`config.mk`:
```
export PLATFORM = sky130hd
export DESIGN_NAME = port_a_io
export DESIGN_NICKNAME = d
export VERILOG_FILES = /design/src/design/port_a_pkg.sv /design/src/design/port_a_io.sv
export SDC_FILE = /design/constraint.sdc
export NUM_CORES = 1
export LEC_CHECK = 0
export BUFFER_PORTS_ARGS = -buffer_cell sky130_fd_sc_hd__buf_4
export CAP_MARGIN = 10
export CORE_ASPECT_RATIO = 0.5
export CORE_UTILIZATION = 53
export DETAILED_ROUTE_END_ITERATION = 6
export HOLD_SLACK_MARGIN = 0.1
export PLACE_DENSITY = 0.81
export SYNTH_ARGS = -nofsm -noshare
export SYNTH_HDL_FRONTEND = slang
export SYNTH_SLANG_ARGS = --single-unit
```
`constraint.sdc`:
```
create_clock -name core_clk -period 6.7 [get_ports core_clk]
set_clock_uncertainty 0.1 [all_clocks]
set_input_delay 0.335 -clock core_clk [delete_from_list [all_inputs] [get_ports core_clk]]
set_output_delay 0.335 -clock core_clk [all_outputs]
set_load 0.005 [all_outputs]
```
`src/design/port_a_pkg.sv`:
```
`default_nettype none
package port_a_pkg;

	// port geometry
	localparam int PIN_COUNT = 7;
	localparam int CLK_PIN = 6;
	localparam int RX_PIN = 4;
	localparam int ADDR_W = 8;

	// register byte offsets
	localparam logic [7:0] OFS_PIN_LEVEL = 8'h00;
	localparam logic [7:0] OFS_LATCH = 8'h04;
	localparam logic [7:0] OFS_DIRECTION = 8'h08;
	localparam logic [7:0] OFS_ANALOG_SEL = 8'h0C;
	localparam logic [7:0] OFS_OSC_MODE = 8'h10;

	// oscillator mode codes held in the mode register
	localparam logic [2:0] OSC_CRYSTAL = 3'h0;
	localparam logic [2:0] OSC_EXT_CLOCK = 3'h1;
	localparam logic [2:0] OSC_EXT_CLOCK_IO = 3'h2;
	localparam logic [2:0] OSC_EXT_PLL_CLOCKOUT = 3'h3;
	localparam logic [2:0] OSC_EXT_PLL_PIN_FREE = 3'h4;
	localparam logic [2:0] OSC_INT_PIN_FREE = 3'h5;
	localparam logic [2:0] OSC_INT_CLOCKOUT = 3'h6;

	// pins that can be taken over by an analog converter channel
	localparam logic [6:0] ANALOG_CAPABLE = 7'h2F;

	// values after reset
	localparam logic [6:0] RST_LATCH = 7'h00;
	localparam logic [6:0] RST_DIRECTION = 7'h7F;
	localparam logic [6:0] RST_ANALOG_SEL = 7'h2F;
	localparam logic [2:0] RST_OSC_MODE = 3'h5;

	// cycle clock is the core clock divided by four: toggle every two cycles
	localparam logic [0:0] CYCLE_DIV_HALF = 1'h1;

	// bus responses
	localparam logic [1:0] RESP_OKAY = 2'h0;
	localparam logic [1:0] RESP_SLVERR = 2'h2;

	// pad drive carried as one bundle
	typedef struct packed {
		logic [6:0] out;
		logic [6:0] oe;
	} pad_drive_t;

endpackage
`default_nettype wire

```
`src/design/port_a_io.sv`:
```
// Summary of operation
// - output pin follows latch when direction is 0
// - input level readable; analog selection blocks it
// - analog-default pins read digital 0 after reset
// - analog-capable pins come up in analog mode
// - bit six digital only in pin-free modes
// - bit six latch, direction, level read 0 otherwise
// - clock-out modes drive bit six at core/4
// - bit four feeds receive always, timer if input
// - bit seven unimplemented, reads 0, writes ignored
`timescale 1ns/10ps
`default_nettype none
module port_a_io (
	input wire logic core_clk,
	input wire logic rst,
	input wire logic [6:0] pin_in,
	output port_a_pkg::pad_drive_t pad_drive,
	output logic usb_xcvr_receive_in,
	output logic timer_zero_ext_clock_in,
	input wire logic [port_a_pkg::ADDR_W-1:0] s_axi_awaddr,
	input wire logic s_axi_awvalid,
	output logic s_axi_awready,
	input wire logic [31:0] s_axi_wdata,
	input wire logic [3:0] s_axi_wstrb,
	input wire logic s_axi_wvalid,
	output logic s_axi_wready,
	output logic [1:0] s_axi_bresp,
	output logic s_axi_bvalid,
	input wire logic s_axi_bready,
	input wire logic [port_a_pkg::ADDR_W-1:0] s_axi_araddr,
	input wire logic s_axi_arvalid,
	output logic s_axi_arready,
	output logic [31:0] s_axi_rdata,
	output logic [1:0] s_axi_rresp,
	output logic s_axi_rvalid,
	input wire logic s_axi_rready
);
	import port_a_pkg::*;

	logic [6:0] sync1_r;
	logic [6:0] sync2_r;
	logic [6:0] latch_r;
	logic [6:0] dir_r;
	logic [6:0] analog_r;
	logic [2:0] osc_mode_r;
	logic [0:0] div_cnt_r;
	logic cycle_clk_r;
	pad_drive_t pad_drive_r;
	pad_drive_t pad_nxt;
	logic usb_rx_r;
	logic timer_clk_r;
	logic pin_free;
	logic clkout_mode;
	logic [6:0] level_view;
	logic [6:0] latch_view;
	logic [6:0] dir_view;
	logic awready_r;
	logic wready_r;
	logic bvalid_r;
	logic [1:0] bresp_r;
	logic arready_r;
	logic rvalid_r;
	logic [1:0] rresp_r;
	logic [31:0] rdata_r;
	logic [31:0] rdata_nxt;
	logic [1:0] rresp_nxt;
	logic aw_held_r;
	logic w_held_r;
	logic [ADDR_W-1:0] waddr_r;
	logic [31:0] wdata_r;
	logic [3:0] wstrb_r;
	logic wr_fire;
	logic wr_mapped;

	// pins come from the board, so two flops before anything looks at them
	always_ff @(posedge core_clk or posedge rst) begin
		if (rst) begin
			sync1_r <= 7'h00;
			sync2_r <= 7'h00;
		end else begin
			sync1_r <= pin_in;
			sync2_r <= sync1_r;
		end
	end

	// oscillator mode decides who owns bit six
	assign pin_free = (osc_mode_r == OSC_EXT_CLOCK_IO) || (osc_mode_r == OSC_EXT_PLL_PIN_FREE) ||
		(osc_mode_r == OSC_INT_PIN_FREE);
	assign clkout_mode = (osc_mode_r == OSC_EXT_CLOCK) || (osc_mode_r == OSC_EXT_PLL_CLOCKOUT) ||
		(osc_mode_r == OSC_INT_CLOCKOUT);

	// software views of the three port registers; bit seven never exists
	always_comb begin
		level_view = sync2_r & ~(analog_r & ANALOG_CAPABLE);
		latch_view = latch_r;
		dir_view = dir_r;
		if (!pin_free) begin
			level_view[CLK_PIN] = 1'b0;
			latch_view[CLK_PIN] = 1'b0;
			dir_view[CLK_PIN] = 1'b0;
		end
	end

	// divide-by-four cycle clock, free running so the pin never glitches on mode change
	always_ff @(posedge core_clk or posedge rst) begin
		if (rst) begin
			div_cnt_r <= 1'h0;
			cycle_clk_r <= 1'b0;
		end else begin
			div_cnt_r <= div_cnt_r + 1'h1;
			if (div_cnt_r == CYCLE_DIV_HALF) begin
				cycle_clk_r <= ~cycle_clk_r;
			end
		end
	end

	// pad drive: per-pin direction, bit six overridden by oscillator mode
	always_comb begin
		pad_nxt.out = latch_r;
		pad_nxt.oe = ~dir_r;
		if (clkout_mode) begin
			pad_nxt.out[CLK_PIN] = cycle_clk_r;
			pad_nxt.oe[CLK_PIN] = 1'b1;
		end else if (!pin_free) begin
			pad_nxt.out[CLK_PIN] = 1'b0;
			pad_nxt.oe[CLK_PIN] = 1'b0;
		end
	end

	// pad outputs registered; analog selection leaves the driver alone
	always_ff @(posedge core_clk or posedge rst) begin
		if (rst) begin
			pad_drive_r <= '0;
		end else begin
			pad_drive_r <= pad_nxt;
		end
	end

	// bit four fans out to the transceiver input and the timer clock
	always_ff @(posedge core_clk or posedge rst) begin
		if (rst) begin
			usb_rx_r <= 1'b0;
			timer_clk_r <= 1'b0;
		end else begin
			usb_rx_r <= sync2_r[RX_PIN];
			timer_clk_r <= sync2_r[RX_PIN] & dir_r[RX_PIN];
		end
	end

	// write channel: address and data captured in either order
	always_ff @(posedge core_clk or posedge rst) begin
		if (rst) begin
			awready_r <= 1'b0;
			wready_r <= 1'b0;
			aw_held_r <= 1'b0;
			w_held_r <= 1'b0;
			waddr_r <= '0;
			wdata_r <= 32'h00000000;
			wstrb_r <= 4'h0;
		end else begin
			if (s_axi_awvalid && awready_r) begin
				aw_held_r <= 1'b1;
				waddr_r <= s_axi_awaddr;
				awready_r <= 1'b0;
			end else if (!aw_held_r && !bvalid_r) begin
				awready_r <= 1'b1;
			end
			if (s_axi_wvalid && wready_r) begin
				w_held_r <= 1'b1;
				wdata_r <= s_axi_wdata;
				wstrb_r <= s_axi_wstrb;
				wready_r <= 1'b0;
			end else if (!w_held_r && !bvalid_r) begin
				wready_r <= 1'b1;
			end
			if (wr_fire) begin
				aw_held_r <= 1'b0;
				w_held_r <= 1'b0;
			end
		end
	end

	assign wr_fire = aw_held_r && w_held_r && !bvalid_r;
	assign wr_mapped = (waddr_r == OFS_PIN_LEVEL) || (waddr_r == OFS_LATCH) || (waddr_r == OFS_DIRECTION) ||
		(waddr_r == OFS_ANALOG_SEL) || (waddr_r == OFS_OSC_MODE);

	// write response, one per completed write
	always_ff @(posedge core_clk or posedge rst) begin
		if (rst) begin
			bvalid_r <= 1'b0;
			bresp_r <= RESP_OKAY;
		end else if (wr_fire) begin
			bvalid_r <= 1'b1;
			bresp_r <= wr_mapped ? RESP_OKAY : RESP_SLVERR;
		end else if (s_axi_bready) begin
			bvalid_r <= 1'b0;
		end
	end

	// latch and direction; only byte lane 0 carries data, bit seven dropped
	always_ff @(posedge core_clk or posedge rst) begin
		if (rst) begin
			latch_r <= RST_LATCH;
			dir_r <= RST_DIRECTION;
		end else if (wr_fire && wstrb_r[0]) begin
			if ((waddr_r == OFS_PIN_LEVEL) || (waddr_r == OFS_LATCH)) begin
				latch_r <= wdata_r[6:0];
			end
			if (waddr_r == OFS_DIRECTION) begin
				dir_r <= wdata_r[6:0];
			end
		end
	end

	// analog selection and oscillator mode
	always_ff @(posedge core_clk or posedge rst) begin
		if (rst) begin
			analog_r <= RST_ANALOG_SEL;
			osc_mode_r <= RST_OSC_MODE;
		end else if (wr_fire && wstrb_r[0]) begin
			if (waddr_r == OFS_ANALOG_SEL) begin
				analog_r <= wdata_r[6:0] & ANALOG_CAPABLE;
			end
			if (waddr_r == OFS_OSC_MODE) begin
				osc_mode_r <= wdata_r[2:0];
			end
		end
	end

	// read mux; upper bits stay zero so bit seven reads 0
	always_comb begin
		rdata_nxt = 32'h00000000;
		rresp_nxt = RESP_OKAY;
		case (s_axi_araddr)
			OFS_PIN_LEVEL: rdata_nxt[6:0] = level_view;
			OFS_LATCH: rdata_nxt[6:0] = latch_view;
			OFS_DIRECTION: rdata_nxt[6:0] = dir_view;
			OFS_ANALOG_SEL: rdata_nxt[6:0] = analog_r;
			OFS_OSC_MODE: rdata_nxt[2:0] = osc_mode_r;
			default: rresp_nxt = RESP_SLVERR;
		endcase
	end

	// read channel: one read at a time, answer the cycle after address
	always_ff @(posedge core_clk or posedge rst) begin
		if (rst) begin
			arready_r <= 1'b0;
			rvalid_r <= 1'b0;
			rdata_r <= 32'h00000000;
			rresp_r <= RESP_OKAY;
		end else if (s_axi_arvalid && arready_r) begin
			arready_r <= 1'b0;
			rvalid_r <= 1'b1;
			rdata_r <= rdata_nxt;
			rresp_r <= rresp_nxt;
		end else if (rvalid_r) begin
			if (s_axi_rready) begin
				rvalid_r <= 1'b0;
			end
		end else begin
			arready_r <= 1'b1;
		end
	end

	assign pad_drive = pad_drive_r;
	assign usb_xcvr_receive_in = usb_rx_r;
	assign timer_zero_ext_clock_in = timer_clk_r;
	assign s_axi_awready = awready_r;
	assign s_axi_wready = wready_r;
	assign s_axi_bvalid = bvalid_r;
	assign s_axi_bresp = bresp_r;
	assign s_axi_arready = arready_r;
	assign s_axi_rvalid = rvalid_r;
	assign s_axi_rdata = rdata_r;
	assign s_axi_rresp = rresp_r;

	// low pins drive the previous cycle's latch whenever direction was 0
	a_output_follows_latch: assert property (@(posedge core_clk) disable iff (rst)
		1'b1 |=> (pad_drive_r.oe[5:0] == ~$past(dir_r[5:0])) && (pad_drive_r.out[5:0] == $past(latch_r[5:0])))
		else $error("low pins do not follow latch and direction");

	// a level read returns the synchronised pin with analog pins masked
	a_level_read_value: assert property (@(posedge core_clk) disable iff (rst)
		(s_axi_arvalid && arready_r && (s_axi_araddr == OFS_PIN_LEVEL))
		|=> rvalid_r && (rdata_r[5:0] == $past(sync2_r[5:0] & ~(analog_r[5:0] & ANALOG_CAPABLE[5:0]))))
		else $error("pin level read mismatch");

	// a level read never returns a digital 1 on a pin held in analog mode
	a_analog_reads_zero: assert property (@(posedge core_clk) disable iff (rst)
		(s_axi_arvalid && arready_r && (s_axi_araddr == OFS_PIN_LEVEL))
		|=> ((rdata_r[6:0] & $past(analog_r)) == 7'h00))
		else $error("analog pin shows digital level");

	// just out of reset every capable pin is analog
	a_analog_por_default: assert property (@(posedge core_clk) disable iff (rst)
		$past(rst) |-> (analog_r == ANALOG_CAPABLE) && (level_view[5] == 1'b0))
		else $error("analog default missing after reset");

	// bit six digital level read gated by pin-free modes
	a_bit6_level_gated: assert property (@(posedge core_clk) disable iff (rst)
		!pin_free |-> (level_view[CLK_PIN] == 1'b0) && !(pad_drive_r.oe[CLK_PIN] && !$past(clkout_mode)
		&& $past(!pin_free)))
		else $error("bit six live outside pin-free mode");

	// bit six latch and direction read zero when the pin is taken
	a_bit6_regs_gated: assert property (@(posedge core_clk) disable iff (rst)
		(s_axi_arvalid && arready_r && !pin_free && ((s_axi_araddr == OFS_LATCH) || (s_axi_araddr == OFS_DIRECTION)))
		|=> (rdata_r[CLK_PIN] == 1'b0))
		else $error("bit six register visible");

	// clock-out modes: pad enabled and toggling with period four
	a_clock_out_drive: assert property (@(posedge core_clk) disable iff (rst)
		(clkout_mode && $past(clkout_mode, 1) && $past(clkout_mode, 2) && $past(clkout_mode, 3))
		|-> pad_drive_r.oe[CLK_PIN] && (pad_drive_r.out[CLK_PIN] != $past(pad_drive_r.out[CLK_PIN], 2)))
		else $error("cycle clock not driven at core/4");

	// bit four fan-out to receive and timer inputs
	a_bit4_fanout: assert property (@(posedge core_clk) disable iff (rst)
		1'b1 |=> (usb_rx_r == $past(sync2_r[RX_PIN])) && (timer_clk_r == ($past(sync2_r[RX_PIN]) && $past(dir_r[RX_PIN]))))
		else $error("bit four fan-out wrong");

	// nothing above bit six ever reads back
	a_upper_bits_zero: assert property (@(posedge core_clk) disable iff (rst)
		rvalid_r |-> (rdata_r[31:7] == 25'h0000000))
		else $error("unimplemented bits read nonzero");

	// a level-address write lands in the latch
	a_level_write_latch: assert property (@(posedge core_clk) disable iff (rst)
		(wr_fire && wstrb_r[0] && (waddr_r == OFS_PIN_LEVEL)) |=> (latch_r == $past(wdata_r[6:0])))
		else $error("pin level write did not update latch");

	// a level read outside the pin-free modes never shows bit six
	a_bit6_read_zero: assert property (@(posedge core_clk) disable iff (rst)
		(s_axi_arvalid && arready_r && !pin_free && (s_axi_araddr == OFS_PIN_LEVEL))
		|=> (rdata_r[CLK_PIN] == 1'b0))
		else $error("bit six level visible outside pin-free mode");

	// in a pin-free mode bit six behaves as an ordinary port pin
	a_bit6_free_drive: assert property (@(posedge core_clk) disable iff (rst)
		pin_free |=> (pad_drive_r.oe[CLK_PIN] == ~$past(dir_r[CLK_PIN]))
		&& (pad_drive_r.out[CLK_PIN] == $past(latch_r[CLK_PIN])))
		else $error("bit six does not follow latch in pin-free mode");

endmodule // port_a_io
`default_nettype wire

```
# ---- Yosys cells after proc, flatten, opt, wreduce, memory -nomap -nowiden
# Cells that the tools add are included.
dict set report classes {
  n_addsub 1
  n_eq_ne 15
  n_mux 25
  n_bitwise 5
  reduce_logical 31
}
# op count
set ops {}
lappend ops {{$eq 8x4->1 const B} 4}
lappend ops {{$mux 1} 21}
lappend ops {{$eq 8x3->1 const B} 2}
lappend ops {{$eq 8x5->1 const B} 2}
lappend ops {{$logic_not 8->1} 2}
lappend ops {{$pmux 4 s4} 1}
lappend ops {{$pmux 3 s5} 1}
lappend ops {{$reduce_bool 2->1} 5}
lappend ops {{$eq 3x3->1 const B} 3}
lappend ops {{$logic_and 1x1->1} 8}
lappend ops {{$logic_or 1x1->1} 8}
lappend ops {{$reduce_and 2->1} 4}
lappend ops {{$and 7x7->7} 1}
lappend ops {{$not 6->7} 1}
lappend ops {{$not 7->7} 1}
lappend ops {{$eq 3x2->1 const B} 2}
lappend ops {{$reduce_or 5->1} 1}
lappend ops {{$mux 2} 2}
lappend ops {{$eq 3x1->1 const B} 1}
lappend ops {{$logic_not 1->1} 3}
lappend ops {{$ne 2x1->1 const B} 1}
lappend ops {{$add 1x1->1 const B} 1}
lappend ops {{$and 1x1->1} 1}
lappend ops {{$not 1->1} 1}
dict set report totals {
  reg_bits 88
  output_inout_bits 57
  word_cells 102
}

# ---- Depth between registers and ports, before layout
dict set report depth {
  depth_word 6
  mapped_depth 4
  mapped_depth_nobuf 3
}

# ---- Worst setup path after synthesis
# No wires, ideal clock.
dict set report synth_timing {
  path_kind {register to register}
  startpoint {reg waddr_r[0]}
  endpoint {reg dir_r[0]}
  arrival_time_ps 1849
  required_time_ps 6518
  slack_ps 4668
  path_stages_with_launch 5
  path_buffers 1
  period_less_slack_ps 2032
  path_cell_list {dfrtp_1 > or4_4 > or4_4 > buf_6 > mux2_4}
}
dict set report synth_via {
  elab_chain_len 2
}
# element line
set synth_lines {}
lappend synth_lines {{from (decl)} port_a_io.sv:69} ;# logic [ADDR_W-1:0] waddr_r;
lappend synth_lines {{from (signal assigned)} port_a_io.sv:163} ;# waddr_r <= s_axi_awaddr;
lappend synth_lines {{$eq 8x4->1} port_a_io.sv:209} ;# if (waddr_r == OFS_DIRECTION) begin
lappend synth_lines {{$reduce_and 2->1 (no line)} -}
lappend synth_lines {{to (signal assigned)} port_a_io.sv:210} ;# dir_r <= wdata_r[6:0];
lappend synth_lines {{to (decl)} port_a_io.sv:43} ;# logic [6:0] dir_r;
# Every way passes these cells.
# A chain may end at the register's enable or synchronous reset.

# ---- Worst setup path in the final report
dict set report layout_timing {
  startpoint {reg waddr_r[0]}
  endpoint {reg latch_r[0]}
}
dict set report layout_via {
  elab_chain_len 3
  word_cells_on_any_way 4
  cone_classes {1 x eq/ne; 3 x reduce/logical}
}
# element line
set layout_lines {}
lappend layout_lines {{$eq 8x3->1 or $logic_not 8->1 (tied branches)} port_a_io.sv:206} ;# if ((waddr_r == OFS_PIN_LEVEL) || (waddr_r == OFS_LATCH)) begin
lappend layout_lines {{$logic_or 1x1->1 (*)} port_a_io.sv:206}
lappend layout_lines {{$reduce_and 2->1 (no line) (*)} -}
lappend layout_lines {{to (signal assigned)} port_a_io.sv:207} ;# latch_r <= wdata_r[6:0];
lappend layout_lines {{to (decl)} port_a_io.sv:42} ;# logic [6:0] latch_r;
# Every way passes the cells marked *; elsewhere a longest branch is shown, timed or not.

==> metrics.cfg <==
[layout]
regArea_mm2=0.002170
antenna_cells=0
layout_stage_area_growth_over_the_synthesis_result_pct=25.80
finalNetCount=406
multi_input_comb_area_mm2=0.001201
filler_cell_count=415
layout-drive-gt1-share=0.4261

[route]
dr_total_vias=2238
drt-vias-per-instance=5.169
detailedRoute.firstPassIterationCount=4
wl_um=6859
wl_per_cell_um=15.84
antenna_nets_post_route=0
route.detailed.drc=0
detail_route.iter0.violations=151

[cts]
clk_latency_ns=0.34
cts-htree-levels=3
total_clock_sinks=86
cts_buffers=9
ctsResizeCount=0
cts.path.max_buffers=2
cts_tree=done
root_buffer=sky130_fd_sc_hd__clkbuf_16
clk_pin_slew_ns=0.06

[global_routing]
overflow=0
antenna_found_initial=0
grt_max_degree=87
first_global_vias=2199
groute.usage.overall=0.2170
grt_pass1_wl_um=11260

[sta]
worstMarginPinSlew_ns=1.034
final-max-slew-violation-count=0
final_min_period_over_clock_period=0.3325
setup_violations=0
rsz0062_at_grt=no
tns_ns=0
timing.max_slew.rel_slack=0.3106
layout_min_cycle_time_ns=2.228
fin_ws_ns=4.472
max_freq_mhz=448.9
finalHoldViolations=0

[setup_path]
worst_path_max_delay_cell=sky130_fd_sc_hd__nor4_4
timing_worst_setup_path_type=flop to flop
worst_setup_path_start_kind=flop
arrival_ns=2.35
critical_path_buffer_and_inverter_count=0
worst_ep_required_time_ns=6.82
critical_path.cell_chain=or4_4 -> nor4_4 -> mux2_2
critical_path.top_delay_family=simple AND/OR/NAND/NOR gates
worst_path_fanout_max=7
critical-path-max-stage-delay_ns=0.63
worst_setup_path_end_kind=flop

[synthesis]
synth-adder-area-share=0
yosysUniqueCellTypes=43
post_synth_mux_area_share=0.1577
mappedNetlistArea_mm2=0.003555
dominant_combinational_cell_family_by_area_after_synthesis=multiplexers
synthesis.yosys.warnings=0
synth.top_cells.by_count=72 x sky130_fd_sc_hd__dfrtp_1, 31 x sky130_fd_sc_hd__mux2_2, 27 x sky130_fd_sc_hd__buf_4
synth_compound_area_frac=0.06723
post_synth_inst_count=259
synthArstFlopShare=1.000
yosys_register_bits=86
yosys-top-cells-area=sky130_fd_sc_hd__dfrtp_1 51%, sky130_fd_sc_hd__dfstp_2 10%, sky130_fd_sc_hd__mux2_2 9.8%
yosysSeqAreaShare=0.6103
synth_edf_count=0
yosys.area_share.xor_xnor=0.002464
yosysTopAreaCellShare=0.5069
synthDominantAreaCellType=sky130_fd_sc_hd__dfrtp_1
simple_logic_cell_fraction_of_the_synthesized_area=0.08201
synthFlopType=sky130_fd_sc_hd__dfrtp_1
synth.most_common_cell=sky130_fd_sc_hd__dfrtp_1
syn-mean-instance-area_um2=13.72

[worst_hold_path]
timing.hold.worst.class=input pin to flop

[floorplan]
fp.dieArea_mm2=0.007058
die_w_um=117.8
io_pins=123
die_h_um=59.91
initial_utilization=0.5682
core_region_area_mm2=0.006256
floorplan.rows=20

[placement]
dpl.hpwl_um=4450
port_buffers=67
finalWeightedCongestion=0.7775
pre_cts_ws_ns=4.505

[power_and_ir_drop]
power.density_cell_area_mw_per_mm2=361.5
total_leakage_power_uw=0.002100
power_uw=1617
ir_worst_vdd_v=0.0001919

[flow_run]
cap_violations=0

[run_status]
status=finished, final reports clean

[metal layers]
layer  track usage  share of wire  vias to the layer above
met5             0              0                        -
met4        0.1007          0.023                        0
met3       0.06584          0.061                       14
met2        0.3613           0.48                       90
met1        0.2683           0.44                     1113
li1              -              -                     1021
[placed cells by master (no fill, tap or decap), drive strengths merged, types with 2 or more instances in the layout]
master / n
nor4: 3
dfrtp: 72
o32ai: 3
bufinv: 3
nor3: 2
dfstp: 14
clkinv: 3
a21oi: 5
dlygate4sd3: 9
nor2b: 5
or4: 3
and2: 2
a2bb2oi: 2
buf: 68
a22oi: 4
clkbuf: 9
o21a: 3
conb: 27
mux2: 44
inv: 10
clkinvlp: 2
a221oi: 4
and3b: 2
or4bb: 2
nand3: 2
nand2: 8
o21ai: 7
nor2: 13
mux2i: 2
[report_power, final]
part           switching [uW]  total, uW  leakage, uW  internal (uW)
clock network             200        565     0.000162            365
logic                     122        302     0.000922            179
registers                 105        750      0.00102            645
[timing repair]
item | in CTS | in global routing
hold buffers | 9 | 0
buffers inserted | 0 | 0
endpoints found under the hold margin | 9 | 0
[cell families (layout without fill, tap and decap cells)]
family                    after synthesis  after routing
DFF                                    86             86
and+or+nand+nor                        47             47
muxes                                  46             46
buffers and inverters                  44            104
AOI/OAI and AO/OA                      34             34
other                                   1             27
xor gates and xnor gates                1              1
[final cells by class]
type,instances,share of cell area
Tap cell,88,0.02462
Clock buffer,9,0.05036
Clock inverter,7,0.02742
Multi-Input combinational cell,155,0.2686
Inverter,11,0.009513
Timing Repair Buffer,77,0.1343
Sequential cell,86,0.4852
[worst paths after layout]
kind	start	endpoint	slack (ns)	cells past startpoint
max reg2reg	waddr_r[0]	latch_r[0]	4.47	3
min reg2reg	sync1_r[0]	sync2_r[0]	0.25	0
max in group asynchronous	rst	pad_drive[10]	5.61	3
min in group asynchronous	rst	s_axi_bvalid	0.23	3
min	s_axi_awaddr[3]	waddr_r[3]	0.13	2
max	waddr_r[0]	latch_r[0]	4.47	3
[registers in the layout, indices dropped and copies added, names as in the netlist, 3 cells and up]
signal / count
s_axi_rdata: 7
osc_mode_r: 3
wdata_r: 7
sync2_r: 7
sync1_r: 7
waddr_r: 8
latch_r: 7
pad_drive: 14
dir_r: 7
analog_r: 5
[per-stage QoR]
| step | area, um^2 | cells | util | hold slack [ns] |
|---|---|---|---|---|
| global placement | 4034 | 408 | 0.6448 | 0.2346 |
| global route | 4472 | 433 | 0.7148 | 0.1246 |
| detailed placement | 4034 | 408 | 0.6448 | 0.2385 |
| CTS | 4472 | 433 | 0.7148 | 0.1222 |
| floorplan | 3652 | 285 | - | 0.2312 |
| finish | 4472 | 433 | 0.7148 | 0.1283 |
Power figures use the tool's default switching activity.
